[src/logic/edpo_map.svh]
`ifndef EDPO_MAP_SVH
`define EDPO_MAP_SVH

// ************************************************************
// Register offsets
// ************************************************************
`define EDPO_A_CTRL    8'h00
`define EDPO_A_PPR     8'h04
`define EDPO_A_LRES    8'h08
`define EDPO_A_NCNT    8'h0C
`define EDPO_A_STAT    8'h10

// ************************************************************
// Field positions
// ************************************************************
`define EDPO_B_ORG_BIDIR  0
`define EDPO_B_MOT_REV    1
`define EDPO_B_LINEAR     2
`define EDPO_B_RESTART    8
`define EDPO_B_ARMED      0
`define EDPO_B_OVS        1
`define EDPO_B_QA         2
`define EDPO_B_QB         3
`define EDPO_B_QC         4

// ************************************************************
// Reset values
// ************************************************************
`define EDPO_CTRL_RST  3'h0
`define EDPO_PPR_RST   31'h00000800
`define EDPO_LRES_RST  13'h0014
`define EDPO_NCNT_RST  32'h00100000

// ************************************************************
// Timing
// ************************************************************
`define EDPO_CLK_HZ    32'h0EE6B280
`define EDPO_MAX_PPS   32'h00186A00
`define EDPO_EDGE_GAP  ((`EDPO_CLK_HZ + 4 * `EDPO_MAX_PPS - 1) / (4 * `EDPO_MAX_PPS))

`endif

[src/logic/edpo_pkg.sv]
package edpo_pkg;

  // Quadrature phase states, named by levels of A and B
  typedef enum logic [3:0] {
    PH_00 = 4'b0001,
    PH_10 = 4'b0010,
    PH_11 = 4'b0100,
    PH_01 = 4'b1000
  } edpo_ph_t;

  // Origin pulse states
  typedef enum logic [2:0] {
    C_IDLE = 3'b001,
    C_WAIT = 3'b010,
    C_HIGH = 3'b100
  } edpo_c_t;

endpackage : edpo_pkg

[src/logic/edpo_quad_gen.sv]
`include "edpo_map.svh"

module edpo_quad_gen #(
  parameter int PEND_W = 8
) (
  // Clock, reset, enable
  input  wire logic mclk,
  input  wire logic rst,
  input  wire logic ce,
  input  wire logic restart,
  // Step requests
  input  wire logic step_req,
  input  wire logic step_fwd,
  // Quadrature outputs
  output logic      qa,
  output logic      qa_n,
  output logic      qb,
  output logic      qb_n,
  output logic      ovs
);

  localparam int GAP = `EDPO_EDGE_GAP;
  localparam logic signed [PEND_W-1:0] PMAX = {1'b0, {(PEND_W-1){1'b1}}};
  localparam logic signed [PEND_W-1:0] PMIN = -PMAX;

  if (PEND_W < 3 || GAP < 2 || GAP > 127) begin : g_chk
    $error("edpo_quad_gen: unsupported PEND_W or edge gap");
  end

  edpo_pkg::edpo_ph_t        ph_q, ph_d;
  logic signed [PEND_W-1:0]  pend_q, pend_d;
  logic [6:0]                gap_q, gap_d;
  logic                      ovs_d, mv, mv_fwd;
  logic                      qa_d, qb_d;

  // ************************************************************
  // Next state: pending steps, paced edges
  // ************************************************************
  always_comb begin
    pend_d = pend_q;
    ph_d   = ph_q;
    gap_d  = (gap_q != 7'h00) ? gap_q - 7'h01 : 7'h00;
    ovs_d  = 1'b0;
    mv     = 1'b0;
    mv_fwd = 1'b0;
    // Count requests, flag overflow of backlog
    if (step_req) begin
      if (step_fwd) begin
        if (pend_q == PMAX) ovs_d = 1'b1;
        else pend_d = pend_q + 1'b1;
      end else begin
        if (pend_q == PMIN) ovs_d = 1'b1;
        else pend_d = pend_q - 1'b1;
      end
    end
    // One edge per gap keeps the output under the rate bound
    if (gap_q == 7'h00 && pend_d != '0) begin
      mv     = 1'b1;
      mv_fwd = !pend_d[PEND_W-1];
      pend_d = mv_fwd ? pend_d - 1'b1 : pend_d + 1'b1;
      gap_d  = 7'(GAP - 1);
      // Forward order 00,10,11,01: A leads B by a quarter period
      case (ph_q)
        edpo_pkg::PH_00: ph_d = mv_fwd ? edpo_pkg::PH_10 : edpo_pkg::PH_01;
        edpo_pkg::PH_10: ph_d = mv_fwd ? edpo_pkg::PH_11 : edpo_pkg::PH_00;
        edpo_pkg::PH_11: ph_d = mv_fwd ? edpo_pkg::PH_01 : edpo_pkg::PH_10;
        edpo_pkg::PH_01: ph_d = mv_fwd ? edpo_pkg::PH_00 : edpo_pkg::PH_11;
        default:         ph_d = edpo_pkg::PH_00;
      endcase
    end
    if (restart) begin
      pend_d = '0;
      ph_d   = edpo_pkg::PH_00;
    end
    qa_d = (ph_d == edpo_pkg::PH_10) || (ph_d == edpo_pkg::PH_11);
    qb_d = (ph_d == edpo_pkg::PH_11) || (ph_d == edpo_pkg::PH_01);
  end

  // Registers
  always_ff @(posedge mclk) begin
    if (rst) begin
      ph_q   <= edpo_pkg::PH_00;
      pend_q <= '0;
      gap_q  <= 7'h00;
      ovs    <= 1'b0;
      qa     <= 1'b0;
      qa_n   <= 1'b1;
      qb     <= 1'b0;
      qb_n   <= 1'b1;
    end else if (ce) begin
      ph_q   <= ph_d;
      pend_q <= pend_d;
      gap_q  <= gap_d;
      ovs    <= ovs_d;
      qa     <= qa_d;
      qa_n   <= !qa_d;
      qb     <= qb_d;
      qb_n   <= !qb_d;
    end
  end

  // ************************************************************
  // Checks
  // ************************************************************
  logic [6:0] since_q;
  logic       last_fwd_q;
  always_ff @(posedge mclk) begin
    if (rst) begin
      since_q    <= 7'h7F;
      last_fwd_q <= 1'b0;
    end else if (ce) begin
      since_q    <= (mv && !restart) ? 7'h00 : (since_q == 7'h7F ? since_q : since_q + 7'h01);
      last_fwd_q <= mv ? mv_fwd : last_fwd_q;
    end
  end
endmodule : edpo_quad_gen

[src/logic/edpo_top.sv]
`include "edpo_map.svh"

// Contract
// - Emit complementary phase A and B trains a quarter period apart.
// - Rotary: configured pulses per revolution are output each revolution.
// - Linear: output follows configured edges per pitch, keeping quadrature.
// - Emit one complementary phase C origin pulse per revolution.
// - Phase C width equals one phase A pulse width.
// - Reversed motor direction keeps the same A, B, C phase form.
// - Origin select 0 emits C forward only, 1 both ways; after restart.
// - Bidirectional origin mode may give a C pulse narrower than A.
// - Forward-only and bidirectional C positions differ by an eighth pitch.
// - Forward-only linear: encoder count direction decides C, not motor select.
// - First forward crossing emits C; later crossings emit both ways.
// - Reverse crossings give no C until a forward C has been emitted.
// - Direction-dependent reference marks give C at two positions.
// - Output rate bounded near 1.6 Mpps; excess raises overspeed alarm.
module edpo_top #(
  parameter int PEND_W = 8
) (
  // Clock, reset, enable
  input  wire logic        mclk,
  input  wire logic        rst,
  input  wire logic        ce,
  // Register port
  input  wire logic [7:0]  reg_addr,
  input  wire logic [31:0] reg_wdata,
  input  wire logic        reg_wr,
  input  wire logic        reg_rd,
  output logic      [31:0] reg_rdata,
  // Internal encoder position
  input  wire logic        enc_step,
  input  wire logic        enc_up,
  input  wire logic        enc_origin,
  // Pulse outputs
  output logic             quad_phase_a_out,
  output logic             quad_phase_a_out_n,
  output logic             quad_phase_b_out,
  output logic             quad_phase_b_out_n,
  output logic             origin_pulse_out,
  output logic             origin_pulse_out_n
);

  if (PEND_W < 3) begin : g_chk
    $error("edpo_top: PEND_W too small");
  end

  // ************************************************************
  // Register file
  // ************************************************************
  logic [2:0]  ctrl_q, ctrl_d, act_q, act_d;
  logic [30:0] ppr_q, ppr_d, ppr_act_q, ppr_act_d;
  logic [12:0] lres_q, lres_d, lres_act_q, lres_act_d;
  logic [31:0] ncnt_q, ncnt_d, ncnt_act_q, ncnt_act_d;
  logic [31:0] rdata_d;
  logic        ovs_q, ovs_d, restart;
  logic        armed_q, armed_d;
  logic        ovs_pulse;

  // Decode writes, keep sticky alarm, build read data
  always_comb begin
    ctrl_d     = ctrl_q;
    ppr_d      = ppr_q;
    lres_d     = lres_q;
    ncnt_d     = ncnt_q;
    restart    = 1'b0;
    rdata_d    = 32'h00000000;
    ovs_d      = ovs_q;
    if (reg_wr) begin
      case (reg_addr)
        `EDPO_A_CTRL: begin
          ctrl_d  = reg_wdata[2:0];
          restart = reg_wdata[`EDPO_B_RESTART];
        end
        `EDPO_A_PPR:  ppr_d  = reg_wdata[30:0];
        `EDPO_A_LRES: lres_d = reg_wdata[12:0];
        `EDPO_A_NCNT: ncnt_d = reg_wdata;
        `EDPO_A_STAT: if (reg_wdata[`EDPO_B_OVS]) ovs_d = 1'b0;
        default: ;
      endcase
    end
    // Alarm set wins over a clear in the same cycle
    if (ovs_pulse) ovs_d = 1'b1;
    // Settings take effect only at restart
    act_d      = restart ? ctrl_d : act_q;
    ppr_act_d  = restart ? ppr_d  : ppr_act_q;
    lres_act_d = restart ? lres_d : lres_act_q;
    ncnt_act_d = restart ? ncnt_d : ncnt_act_q;
    if (reg_rd) begin
      case (reg_addr)
        `EDPO_A_CTRL: rdata_d = {29'h00000000, ctrl_q};
        `EDPO_A_PPR:  rdata_d = {1'b0, ppr_q};
        `EDPO_A_LRES: rdata_d = {19'h00000, lres_q};
        `EDPO_A_NCNT: rdata_d = ncnt_q;
        `EDPO_A_STAT: rdata_d = {27'h0000000, origin_pulse_out,
                                 quad_phase_b_out, quad_phase_a_out, ovs_q, armed_q};
        default:      rdata_d = 32'h00000000;
      endcase
    end
  end

  // Register bank
  always_ff @(posedge mclk) begin
    if (rst) begin
      ctrl_q     <= `EDPO_CTRL_RST;
      act_q      <= `EDPO_CTRL_RST;
      ppr_q      <= `EDPO_PPR_RST;
      ppr_act_q  <= `EDPO_PPR_RST;
      lres_q     <= `EDPO_LRES_RST;
      lres_act_q <= `EDPO_LRES_RST;
      ncnt_q     <= `EDPO_NCNT_RST;
      ncnt_act_q <= `EDPO_NCNT_RST;
      ovs_q      <= 1'b0;
      reg_rdata  <= 32'h00000000;
    end else if (ce) begin
      ctrl_q     <= ctrl_d;
      act_q      <= act_d;
      ppr_q      <= ppr_d;
      ppr_act_q  <= ppr_act_d;
      lres_q     <= lres_d;
      lres_act_q <= lres_act_d;
      ncnt_q     <= ncnt_d;
      ncnt_act_q <= ncnt_act_d;
      ovs_q      <= ovs_d;
      reg_rdata  <= rdata_d;
    end
  end

  // ************************************************************
  // Divider
  // ************************************************************
  logic        bidir, mot_rev, lin, eff_fwd, cfwd;
  logic [32:0] inc, acc_q, acc_d, sum, ncnt33;
  logic        step_req, step_fwd;

  // Accumulate output edges per encoder count, one edge at most
  always_comb begin
    bidir    = act_q[`EDPO_B_ORG_BIDIR];
    mot_rev  = act_q[`EDPO_B_MOT_REV];
    lin      = act_q[`EDPO_B_LINEAR];
    eff_fwd  = enc_up ^ mot_rev;
    // Forward-only linear origin follows the raw count direction
    cfwd     = (lin && !bidir) ? enc_up : eff_fwd;
    ncnt33   = {1'b0, ncnt_act_q};
    inc      = lin ? {20'h00000, lres_act_q} : {ppr_act_q, 2'b00};
    sum      = acc_q + inc;
    acc_d    = acc_q;
    step_req = 1'b0;
    step_fwd = eff_fwd;
    if (enc_step) begin
      if (enc_up) begin
        if (sum >= ncnt33) begin
          acc_d    = sum - ncnt33;
          step_req = 1'b1;
        end else begin
          acc_d = sum;
        end
      end else if (acc_q >= inc) begin
        acc_d = acc_q - inc;
      end else begin
        acc_d    = acc_q + ncnt33 - inc;
        step_req = 1'b1;
      end
    end
    if (restart) acc_d = 33'h000000000;
  end

  always_ff @(posedge mclk) begin
    if (rst) acc_q <= 33'h000000000;
    else if (ce) acc_q <= acc_d;
  end

  edpo_quad_gen #(
    .PEND_W (PEND_W)
  ) u_quad (
    .mclk     (mclk),
    .rst      (rst),
    .ce       (ce),
    .restart  (restart),
    .step_req (step_req),
    .step_fwd (step_fwd),
    .qa       (quad_phase_a_out),
    .qa_n     (quad_phase_a_out_n),
    .qb       (quad_phase_b_out),
    .qb_n     (quad_phase_b_out_n),
    .ovs      (ovs_pulse)
  );

  // ************************************************************
  // Origin detection and phase C
  // ************************************************************
  edpo_pkg::edpo_c_t c_st_q, c_st_d;
  logic [28:0] offs_q, offs_d;
  logic        run_q, run_d, det, det_fwd, emit;
  logic        a_prev_q, a_rise, a_fall, c_d;

  always_comb begin
    offs_d  = offs_q;
    run_d   = run_q;
    det     = 1'b0;
    det_fwd = cfwd;
    a_rise  = quad_phase_a_out && !a_prev_q;
    a_fall  = !quad_phase_a_out && a_prev_q;
    if (bidir) begin
      // Detect at the mark itself, each mark in either direction
      det = enc_origin;
    end else begin
      // Forward-only detects an eighth of a pitch past the mark
      det_fwd = 1'b1;
      if (enc_origin && cfwd) begin
        offs_d = ncnt_act_q[31:3];
        run_d  = (ncnt_act_q[31:3] != 29'h00000000);
        det    = (ncnt_act_q[31:3] == 29'h00000000);
      end else if (run_q && enc_step) begin
        if (!cfwd) begin
          run_d = 1'b0;
        end else if (offs_q <= 29'h00000001) begin
          run_d = 1'b0;
          det   = 1'b1;
        end else begin
          offs_d = offs_q - 29'h00000001;
        end
      end
    end
    // Reverse marks wait for a first forward pulse
    emit    = det && (det_fwd || armed_q);
    armed_d = armed_q || (emit && det_fwd);
    c_st_d  = c_st_q;
    case (c_st_q)
      edpo_pkg::C_IDLE: begin
        if (emit) begin
          // Bidirectional rises at once and may be cut short
          c_st_d = bidir ? edpo_pkg::C_HIGH : edpo_pkg::C_WAIT;
        end
      end
      edpo_pkg::C_WAIT: begin
        if (a_rise) c_st_d = edpo_pkg::C_HIGH;
      end
      edpo_pkg::C_HIGH: begin
        if (a_fall) c_st_d = edpo_pkg::C_IDLE;
      end
      default: c_st_d = edpo_pkg::C_IDLE;
    endcase
    if (restart) begin
      c_st_d  = edpo_pkg::C_IDLE;
      armed_d = 1'b0;
      run_d   = 1'b0;
    end
    c_d = (c_st_d == edpo_pkg::C_HIGH);
  end

  always_ff @(posedge mclk) begin
    if (rst) begin
      c_st_q             <= edpo_pkg::C_IDLE;
      offs_q             <= 29'h00000000;
      run_q              <= 1'b0;
      armed_q            <= 1'b0;
      a_prev_q           <= 1'b0;
      origin_pulse_out   <= 1'b0;
      origin_pulse_out_n <= 1'b1;
    end else if (ce) begin
      c_st_q             <= c_st_d;
      offs_q             <= offs_d;
      run_q              <= run_d;
      armed_q            <= armed_d;
      a_prev_q           <= quad_phase_a_out;
      origin_pulse_out   <= c_d;
      origin_pulse_out_n <= !c_d;
    end
  end
endmodule : edpo_top

[config.mk]
export PLATFORM = sky130hd
export DESIGN_NAME = edpo_top
export DESIGN_NICKNAME = d
export VERILOG_FILES = /design/src/logic/edpo_pkg.sv /design/src/logic/edpo_quad_gen.sv /design/src/logic/edpo_top.sv
export VERILOG_INCLUDE_DIRS = /design/src /design/src/logic
export SDC_FILE = /design/constraint.sdc
export NUM_CORES = 1
export LEC_CHECK = 0
export BUFFER_PORTS_ARGS = -buffer_cell sky130_fd_sc_hd__buf_2
export CAP_MARGIN = 20
export CORE_ASPECT_RATIO = 1.2
export CORE_MARGIN = 2
export CORE_UTILIZATION = 58
export DETAILED_ROUTE_END_ITERATION = 10
export PLACE_DENSITY = 0.79
export SYNTH_ARGS = -nofsm -noshare
export SYNTH_HDL_FRONTEND = slang
export SYNTH_SLANG_ARGS = --single-unit
[constraint.sdc]
create_clock -name mclk -period 7.25 [get_ports mclk]
set_input_delay 1.45 -clock mclk [delete_from_list [all_inputs] [get_ports mclk]]
set_output_delay 1.45 -clock mclk [all_outputs]
set_load 0.03 [all_outputs]
# Yosys cells after proc, flatten, opt, wreduce, memory -nomap -nowiden
# Cells that the tools add are included.
# totals
mem_count,0
ff_bits,285
output_inout_bits,38
mem_bits_ro,0
mem_bits_rw,0
latch_bits,0
# classes
order_cmp,3
div_mod_pow,0
bitwise,2
multipliers,0
eq_ne,20
n_addsub,11
shift,0
mux,70
reduce_logical,36
# ops
cell,count
33-bit two-way mux,6
32-bit one-hot mux with 5 select lines,1
29-bit two-way mux,4
32-bit two-way mux,3
33-bit subtractor,2
31-bit two-way mux,2
8-bit two-way mux,7
33-bit by 32-bit adder with 33-bit output,1
33-bit adder,1
33-bit by 32-bit >= comparator with 1-bit output,1
33-bit >= comparator,1
33-bit by 32-bit subtractor with 33-bit output,1
29-bit by 1-bit less-or-equal comparator with 1-bit output (second input constant),1
29-bit zero test,1
29-bit nonzero test,1
29-bit by 1-bit subtractor with 29-bit output (second input constant),1
1-bit two-way mux,28
3-bit two-way mux,9
13-bit two-way mux,2
8-bit by 1-bit adder with 8-bit output (second input constant),2
8-bit by 4-bit == test with 1-bit output (second input constant),2
8-bit == test (second input constant),2
4-bit two-way mux,4
4-bit one-hot mux with 4 select lines,1
30 further kinds,58

# Depth between registers and ports, before layout
# Gate-level depths: netlist of run 1.
# logic_depth
ltp_word,14
mapped_depth,37
ltp_nobuf,35

# Modules after synthesis
# Synthesis of run 1 repeated with hierarchy kept, for this count alone.
# hier_totals
hier_cells,2958
hier_area_um2,22535.4
# by_module_without_submodules
module,area_each_um2,instances,cells_each
edpo_top,20146.8,1,2662
edpo_quad_gen,2388.5,1,296

# Worst setup path before layout of run 1
# Ideal clock, no wire load.
# synth_timing
kind,register to register
from,reg act_q[2]
to,reg u_quad.pend_q[2]
synth_period_minus_slack_ps,7615
setup_slack_ps,-365
setup_ps,117
stages_incl_launch_ff,37
arrival_time_ps,7498
path_cell_list,dfxtp_1 > clkbuf_1 > buf_1 > and2_1 > ha_1 > inv_1 > fa_1 > o21bai_1 > o211ai_1 > a31o_2 > o21ai_2 > nor2_1 > o21ai_0 > a21oi_1 > o21ai_0 > a21oi_1 > o21ba_2 > o21a_1 > xnor2_1 > inv_1 > ha_1 > inv_1 > nor3_1 > a31oi_1 > o2bb2ai_1 > a311o_1 > o31ai_2 > o41ai_4 > or4_1 > and2_4 > clkbuf_1 > xnor2_1 > ha_1 > nor3_1 > a21oi_1 > or3_1 > a32o_1
# synth_via
elab_chain_len,11
word_cells_on_any_way,16
cone_classes,3 x add/sub; 2 x order compare; 9 x mux; 2 x reduce/logical
# synth_lines
element,line,source
"start, declared",edpo_top.sv:51,"logic [2:0] ctrl_q, ctrl_d, act_q, act_d;"
"start signal, assigned",edpo_top.sv:106,act_q <= `EDPO_CTRL_RST;
"start signal, assigned",edpo_top.sv:117,act_q <= act_d;
33-bit two-way mux (*),edpo_top.sv:145,"inc = lin ? {20'h00000, lres_act_q} : {ppr_act_q, 2'b00};"
33-bit adder,edpo_top.sv:146,sum = acc_q + inc;
33-bit by 32-bit >= comparator with 1-bit output,edpo_top.sv:152,if (sum >= ncnt33) begin
1-bit two-way mux,edpo_top.sv:152,
1-bit two-way mux (*),edpo_top.sv:151,if (enc_up) begin
1-bit two-way mux (*),edpo_top.sv:150,if (enc_step) begin
8-bit two-way mux (*),edpo_quad_gen.sv:47,if (step_req) begin
8-bit by 1-bit subtractor with 8-bit output (tied with other cells),edpo_quad_gen.sv:60,pend_d = mv_fwd ? pend_d - 1'b1 : pend_d + 1'b1;
8-bit two-way mux or 1-bit logical AND (tied branches),"edpo_quad_gen.sv:60, edpo_quad_gen.sv:57",
8-bit two-way mux (*),edpo_quad_gen.sv:57,if (gap_q == 7'h00 && pend_d != '0) begin
8-bit two-way mux (*),edpo_quad_gen.sv:71,if (restart) begin
"end signal, assigned",edpo_quad_gen.sv:92,pend_q <= pend_d;
"end, declared",edpo_quad_gen.sv:31,"logic signed [PEND_W-1:0] pend_q, pend_d;"
# Mark *: on every way between the ends. The rest lies on a longest branch, timed or not.
# A chain may end at the register's enable or synchronous reset.

# Final worst setup path of run 1
# layout_timing
from,reg act_q[2]
to,reg u_quad.qa
# layout_via
elab_chain_len,13
word_cells_on_any_way,21
cone_classes,1 x add/sub; 2 x order compare; 2 x eq/ne; 13 x mux; 3 x reduce/logical
# layout_lines
element,line,source
33-bit two-way mux (*),edpo_top.sv:145,
33-bit adder,edpo_top.sv:146,
33-bit by 32-bit >= comparator with 1-bit output,edpo_top.sv:152,
1-bit two-way mux,edpo_top.sv:152,
1-bit two-way mux (*),edpo_top.sv:151,
1-bit two-way mux (*),edpo_top.sv:150,
8-bit two-way mux (*),edpo_quad_gen.sv:47,
3-bit two-way mux (tied with other cells),edpo_quad_gen.sv:67,edpo_pkg::PH_01: ph_d = mv_fwd ? edpo_pkg::PH_00 : edpo_pkg::PH_11;
4-bit one-hot mux with 4 select lines or 1-bit logical AND (tied branches),"edpo_quad_gen.sv:63, edpo_quad_gen.sv:57",
4-bit two-way mux (*),edpo_quad_gen.sv:57,
4-bit two-way mux (*),edpo_quad_gen.sv:71,
4-bit by 2-bit == test with 1-bit output or 4-bit by 3-bit == test with 1-bit output (tied branches),edpo_quad_gen.sv:75,qa_d = (ph_d == edpo_pkg::PH_10) || (ph_d == edpo_pkg::PH_11);
1-bit logical OR (*),edpo_quad_gen.sv:75,
"end signal, assigned",edpo_quad_gen.sv:95,qa <= qa_d;
"end, declared",edpo_quad_gen.sv:15,"output logic qa,"
# Marks and branches as above.

==> impl_results.md, run 1 <==
- Worst-margin pin slew: 1.15 ns
- Final GP Congestion: around 1
- Max-cap viol count: 0
- Clk_skew: about 0.031 ns
- Async set or reset register ratio after synthesis: 0%
- Grt met1 use: 45.0%
- Worst R2R Start: act_q[2]
- Worst path max stage delay: ~0.46 ns
- Fin crit period: approximately 7.0 ns
- Design Power: roughly 11 mW
- Clock transition at path regs: around 0.070 ns
- Worst-Skew Late Latency: 0.60 ns
- IO Count: 86
- Hold_buf cts: 0
- Nets: ~3200
- R2r setup slk: between 0.2 and 0.3 ns
- Dpl cells: 3426
- Peak Freq: 0.144 GHz
- Grt met2 use: about three fifths
- Startpoint types: flop
- Pre-antenna DRT Iters: 8
- DRT iter0 DRCs: ~2100
- DRC violations left: 0
- Leakage power: between 9 and 10 nW
- Chip height: roughly 220 µm
- Hold Vio Cnt, Final: 0
- Crit. End Element: flop
- Global-route wire length before repair: between 100 and 150 mm
- Overflow after GRT: 0
- Syn_area_per_cell: approximately 7.3 µm²
- Non-filler cells, final: between 3000 and 4000
- Mapped Cells: about 3000
- End of the worst hold path: origin_pulse_out_n
- Initial Util: 59.0%
- Aggregate routed wire length: just under 70 mm
- Via density: 6.33
- Synthesis warning total: 0
- Hold Crit Class: reg -> reg
- Top FF cell, synth: dfxtp_1
- Final WS setup: ~0.29 ns
- CP startpoint: act_q[2]
- Number of synthesized flops with an enable pin: 0
- TritonCTS clock tree: yes
- Area grow syn2layout: 10.2%
- Pin count of the biggest net entering global routing: 145
- Netlist cell types: 90
- WHS: 0.457 ns
- Cell Rows: 77
- FILL cells: ~3300
- # clock sinks: 285
- Setup violations, final: 0
- Met3 Use GR: 4.12%
- Vias in the first global route: roughly 21000
- Routed len/inst: ~20 µm
- Total CTS buffers: 31
- Critical path's slowest cell: o41ai_2
- Multi-input logic area: approximately 15000 µm²
- Worst setup path class: reg -> reg
- Crit path required time: between 7 and 8 ns
- Root Driver: clkbuf_16
- Status: finished, final reports clean
- Maximum VDD drop: between 0.0003 and 0.0004 V
- Total number of vias: approximately 22000
- Hold Crit Start: origin_pulse_out_n
- Critical Path Fanout Max: 13
- R2R Path End: u_quad.qa
- Setup WS pre-CTS: -0.0837 ns
- GRT Max-Usage Layer: met2
- I/O Buffers: 85
- R2R cell count: 34
- PD cells: 451 nW/µm²
- CP dominant cell by count: buf_4
- Die area: 39200 µm²
- Worst Path Arrival: between 7 and 8 ns
- GRT Util Overall: 34.2%
- Core area: 37000 µm²
- Syn nets: roughly 3200
- Diode count: 0
- Layout cells sized above 1: about a tenth
- #FFs+latches synth: roughly 290
- CTS H-Tree Depth: 1
- Register area share after synthesis: 26.2%
- Width of the chip: 181 µm
- Post-Syn Area: 21800 µm²
- Initial antenna violation count: 0
- Fin crit share: between 90% and 100%
- FF+latch area: 5710 µm²
- Final Max Slew Viols: 0
- Post-route ant nets: 0
- Rel. slew slack: a little under a quarter
- DP HPWL: between 50 and 60 mm
- WHS Path Cells: 2
- Max Root-Sink Buffers: 3
## where the power goes
part	switching (mW)	total [mW]	internal, mW
Clock	0.725	1.67	0.950
Combinational	4.32	7.26	2.95
Sequential	0.198	1.90	1.70
Total	5.24	10.8	5.60
## routing by layer
layer	wire (µm)	share of wire [%]	vias up
li1	-	-	10500
met1	28900	42	10400
met4	2340	3.4	0
met3	5570	8.1	171
met5	0	0	-
met2	32300	47	1032
## registers in the layout (all words and copies together) (netlist names), 3 cells and up
name	flops
ncnt_act_q	32
offs_q	29
ppr_q	31
u_quad.pend_q	8
ctrl_q	3
ppr_act_q	31
act_q	3
lres_act_q	13
acc_q	33
u_quad.ph_q	4
reg_rdata	32
u_quad.gap_q	7
lres_q	13
ncnt_q	32
c_st_q	3
## worst max path at each step
stage                                  end  slack [ns]  cells after the start
after floorplan           u_quad.pend_q[2]        0.05                     36
after global placement    u_quad.pend_q[2]        0.04                     33
after detailed placement  u_quad.pend_q[2]       -0.08                     33
after CTS                 u_quad.pend_q[2]        0.03                     33
after global routing             u_quad.qb       -0.07                     35
final                            u_quad.qa        0.29                     34
## cells in the final DEF, fill, tap and decap left out, types with 43 or more instances in the layout
| cell | instances |
|---|---|
| a21o_1 | 43 |
| dfxtp_1 | 284 |
| o21ai_0 | 121 |
| nor2_1 | 311 |
| inv_1 | 231 |
| a211oi_1 | 58 |
| buf_2 | 84 |
| buf_4 | 79 |
| a311oi_1 | 63 |
| a21oi_1 | 281 |
| xnor2_1 | 95 |
| nand3_1 | 110 |
| ha_1 | 140 |
| mux2i_1 | 48 |
| a22oi_1 | 43 |
| nor3_1 | 55 |
| nand2_1 | 408 |
## cells in the mapped netlist (25+ instances only)
cell type,n,area share [%]
nand2_1,408,7.0
nor2_1,314,5.4
dfxtp_1,285,26
a21oi_1,283,6.5
inv_1,231,4.0
clkbuf_1,168,2.9
ha_1,145,8.3
o21ai_0,122,2.8
nand3_1,110,2.5
xnor2_1,96,3.9
a311oi_1,63,2.5
a211oi_1,58,2.0
nor3_1,58,1.3
mux2i_1,53,2.4
a21o_1,43,1.5
a22oi_1,43,1.5
fa_1,35,3.2
xor2_1,28,1.1
nor2b_1,27,0.77
nor4_1,25,0.72
## logic make-up after synthesis
group	share of synthesized area, %
mux	2.96
fa+ha+maj	11.5
compound gates	25.3
buf+inv	7.41
xor+xnor	4.98
simple gates	21.6
flops	26.2
## stage by stage
step                area, µm²  utilization, %  TNS [ns]
floorplan               21800               -         0
global placement        22800            61.6         0
detailed placement      22800            61.6    -0.114
CTS                     23900            64.5         0
global route            24000            65.0    -0.294
finish                  24000            65.0         0
## critical path, delay by kind of cell, from the launching register on
family | cells | cell delay [ns]
buffers and inverters | 7 | 1.23
multiplexers | 1 | 0.20
flip-flops | 1 | 0.37
adder cells (fa/ha/maj) | 2 | 0.50
XOR/XNOR | 1 | 0.19
AND/OR/NAND/NOR | 5 | 0.72
AO/OA/AOI/OAI | 18 | 3.63
## what timing repair did
action / in CTS / in global routing
resized for setup: 2 / 30
setup endpoints to repair: 2 / 20
buffers inserted: 1 / 0
pin swaps: 1 / 10
## final cells by class
| type | count | area share (%) |
|---|---|---|
| tap | 474 | 2.47 |
| multi-input combinational | 2266 | 61.2 |
| clock inverter | 21 | 0.890 |
| timing repair buffer | 167 | 4.47 |
| sequential | 285 | 23.8 |
| inverter | 236 | 3.69 |
| clock buffer | 37 | 3.53 |
(Power assumes the default switching activity.)
==> run 2: changes to the inputs <==
--- a/config.mk
+++ b/config.mk
@@ -6,13 +6,13 @@
 export SDC_FILE = /design/constraint.sdc
 export NUM_CORES = 1
 export LEC_CHECK = 0
+export ABC_AREA = 1
 export BUFFER_PORTS_ARGS = -buffer_cell sky130_fd_sc_hd__buf_2
 export CAP_MARGIN = 20
-export CORE_ASPECT_RATIO = 1.2
 export CORE_MARGIN = 2
-export CORE_UTILIZATION = 58
+export CORE_UTILIZATION = 50
 export DETAILED_ROUTE_END_ITERATION = 10
-export PLACE_DENSITY = 0.79
+export PLACE_DENSITY = 0.69
 export SYNTH_ARGS = -nofsm -noshare
 export SYNTH_HDL_FRONTEND = slang
 export SYNTH_SLANG_ARGS = --single-unit
==> impl_results.md, run 2 <==
- Post-Synth Adder-Cell Area: 11.0% (was 11.5%)
- Largest family of logic cells by synthesized area: compound AO/OA/AOI/OAI gates (unchanged)
- Clock transition at path regs: 0.06 ns (was 0.07 ns)
- Syn_area_per_cell: 6.45 µm² (was 7.33 µm²)
- Design area: 24700 µm² (was 24000 µm²)
- Pin count of the biggest net entering global routing: 123 (was 145)
- # clock sinks: 285 (unchanged)
- FILL cells: 4582 (was 3299)
- Fin crit period: 6.58 ns (was 6.96 ns)
- #FFs+latches synth: 285 (unchanged)
- Worst R2R Start: act_q[2] (unchanged)
- Crit path required time: 7.65 ns (was 7.75 ns)
- Reg with most FFs: acc_q (unchanged)
- Setup violations, final: 0 (unchanged)
- Worst setup path class: reg -> reg (unchanged)
- Nets: 3746 (was 3215)
- Status: finished, final reports clean (unchanged)
- Largest area contributor in the netlist: dfxtp_1 (unchanged)
- Max reg flops: 33 (unchanged)
- Worst-margin pin slew: 1.07 ns (was 1.15 ns)
- Global-route wire length before repair: 116 mm (was 110 mm)
- Cell Rows: 78 (was 77)
- Pint: 5.57 mW (was 5.60 mW)
- WHS Path Cells: 2 (unchanged)
- Most frequent cells in the layout: nand2_1, inv_1, a21oi_1 (was nand2_1, nor2_1, dfxtp_1)
- Yosys top cell area share: 25.0% (was 26.2%)
- Hold Vio Cnt, Final: 0 (unchanged)
- Die area: 47300 µm² (was 39200 µm²)
- TNS Setup: 0 ns (unchanged)
- Initial Util: 50.5% (was 59.0%)
- Syn nets: 3762 (was 3203)
- Chip height: 218 µm (was 216 µm)
- Worst path max stage delay: 0.48 ns (was 0.46 ns)
- Post-synth top cells: nand2_1, inv_1, a21oi_1 (was nand2_1, nor2_1, dfxtp_1)
- CP startpoint: act_q[2] (unchanged)
- Netlist cell types: 63 (was 90)
- Xor/xnor share of the synthesized area: 4.99% (was 4.98%)
- Total number of vias: 22900 (was 22100)
- Leakage power: 12.0 nW (was 9.69 nW)
- Hold Crit Start: ppr_act_q[8] (was origin_pulse_out_n)
- Root Driver: clkbuf_16 (unchanged)
- Via density: 5.54 (was 6.33)
- Number of synthesized flops with an enable pin: 0 (unchanged)
- Post-route ant nets: 0 (unchanged)
- Commonest non-fill, non-tap cell in the layout: nand2_1 (unchanged)
- Synth Area in Simple Gates: 22.8% (was 21.6%)
- RSZ-0062 raised after global routing: no
- GRT Util Overall: 30.9% (was 34.2%)
- Logic gate share of total power: 69.2% (was 67.0%)
- R2r setup slk: 0.67 ns (was 0.29 ns)
- Final Max Slew Viols: 0 (unchanged)
- Post-Syn Area: 22800 µm² (was 21800 µm²)
- Core area: 45200 µm² (was 37000 µm²)
- Maximum VDD drop: 0.000366 V (was 0.000340 V)
- Rel. slew slack: 28.5% (was 22.8%)
- Width of the chip: 218 µm (was 181 µm)
- Pre-antenna DRT Iters: 6 (was 8)
- Fin crit share: 90.8% (was 96.0%)
- R2R Path End: u_quad.pend_q[4] (was u_quad.qa)
- IO Count: 86 (unchanged)
- Initial antenna violation count: 3 (was 0)
- Async set or reset register ratio after synthesis: 0% (unchanged)
- Routed len/inst: 17.9 µm (was 19.8 µm)
- End of the worst hold path: ppr_act_q[8] (was origin_pulse_out_n)
- Aggregate routed wire length: 74.1 mm (was 69.1 mm)
- Worst Path Arrival: 6.98 ns (was 7.46 ns)
- CP dominant cell by count: nand2_1 (was buf_4)
- DRC violations left: 0 (unchanged)
- Area grow syn2layout: 8.46% (was 10.2%)
- Setup Buffers After CTS: 0 (was 1)
- Hold Crit Class: reg -> reg (unchanged)
- DRT iter0 DRCs: 2073 (was 2149)
- Final GP Congestion: 0.989 (was 1.00)
- R2R cell count: 43 (was 34)
- Layout cells sized above 1: 7.65% (was 9.96%)
- Max-cap viol count: 0 (unchanged)
- Synthesis warning total: 0 (unchanged)
- Critical Path Fanout Max: 15 (was 13)
- CTS H-Tree Depth: 2 (was 1)
- Crit. End Element: flop (unchanged)
- Switching Share: 54.4% (was 48.3%)
- Clk network pwr share: 15.0% (was 15.5%)
- Post-synthesis mux area share: 0.219% (was 2.96%)
- Peak Freq: 0.152 GHz (was 0.144 GHz)
- Overflow after GRT: 0 (unchanged)
- I/O Buffers: 85 (unchanged)
- Design Power: 12.2 mW (was 10.8 mW)
- Hold_buf cts: 0 (unchanged)
- Compound-Gate Fraction of Synth Area: 23.6% (was 25.3%)
- Top FF cell, synth: dfxtp_1 (unchanged)
- Max Root-Sink Buffers: 3 (unchanged)
- PD cells: 494 nW/µm² (was 451 nW/µm²)
- Clk_skew: 0.0247 ns (was 0.0308 ns)
- Count leader, synth: nand2_1 (unchanged)
- DP HPWL: 55.9 mm (was 50.8 mm)
- Critical path's slowest cell: o21ai_0 (was o41ai_2)
- Register area share after synthesis: 25.0% (was 26.2%)
- Worst-Skew Late Latency: 0.56 ns (was 0.60 ns)
- Total CTS buffers: 35 (was 31)
- Synth top area cells: dfxtp_1, nand2_1, a21oi_1 (was dfxtp_1, ha_1, nand2_1)
- Vias in the first global route: 21100 (was 21000)
- Startpoint types: flop (unchanged)
- TritonCTS clock tree: yes (unchanged)
- Sequential power share: 15.8% (was 17.5%)
- P_sw: 6.64 mW (was 5.24 mW)
- Mapped Cells: 3534 (was 2975)
- Post-DP Area: 23500 µm² (was 22800 µm²)
## run 2: how the worst max path moves through the flow
stage	to	slack [ns]	depth (start not counted)
floorplan	u_quad.pend_q[4]	1.68	46
global placement	u_quad.pend_q[4]	0.76	43
detailed placement	u_quad.pend_q[4]	0.72	43
CTS	u_quad.pend_q[4]	0.68	43
global route	u_quad.pend_q[4]	0.08	43
finish	u_quad.pend_q[4]	0.67	43
## run 2: critical path: cells and delay by family (launching register included)
kind | cells | cell delay [ns]
DFF | 1 | 0.38
adders and majority gates | 3 | 0.86
AOI/OAI and AO/OA | 7 | 1.50
and+or+nand+nor | 25 | 2.69
buffers and inverters | 6 | 0.57
xor gates and xnor gates | 2 | 0.40
## run 2: layout make-up
type	count	area [µm²]	share of cell area [%]
flip-flops and latches	285	5710	23.1
clock buffers	43	947	3.83
multi-input cells	2516	14300	57.9
inverters	568	2140	8.64
diodes	2	5.00	0.0202
repair buffers	112	654	2.64
clock inverters	18	221	0.895
well taps	600	751	3.03
## run 2: power groups by stage
stage	registers (mW)	clock network, mW	logic (mW)
floorplan	1.87	0	6.13
global placement	1.95	0	8.21
detailed placement	1.95	0	8.20
CTS	1.92	1.85	8.25
global route	1.94	1.90	9.33
finish	1.93	1.83	8.46
## run 2: timing repair
action,in CTS,in global routing
hold endpoints to repair,0,0
resized for setup,0,1
setup endpoints to repair,0,1
## run 2: cells by family after synthesis
group | Yosys count
buf+inv | 733
simple gates | 1219
compound gates | 982
xor+xnor | 130
flops | 285
mux | 5
fa+ha+maj | 180
## run 2: metrics by stage
step	setup WS (ns)	hold slack (ns)	utilization, %	std cells
detailed placement	0.716	0.441	52.1	4080
CTS	0.682	0.450	54.7	4141
finish	0.665	0.451	54.8	4144
global placement	0.761	0.441	52.1	4080
floorplan	1.68	0.420	-	3534
global route	0.0816	0.470	54.8	4143
## run 2: per-layer routing
metal | part of all wire (%) | up-vias | GRT usage [%] | wire, µm
li1 | - | 11500 | - | -
met1 | 46 | 10400 | 44.1 | 33800
met2 | 42 | 864 | 46.5 | 30900
met3 | 9.9 | 113 | 6.86 | 7350
met4 | 2.6 | 2 | 9.04 | 1930
met5 | 0.015 | - | 0 | 11
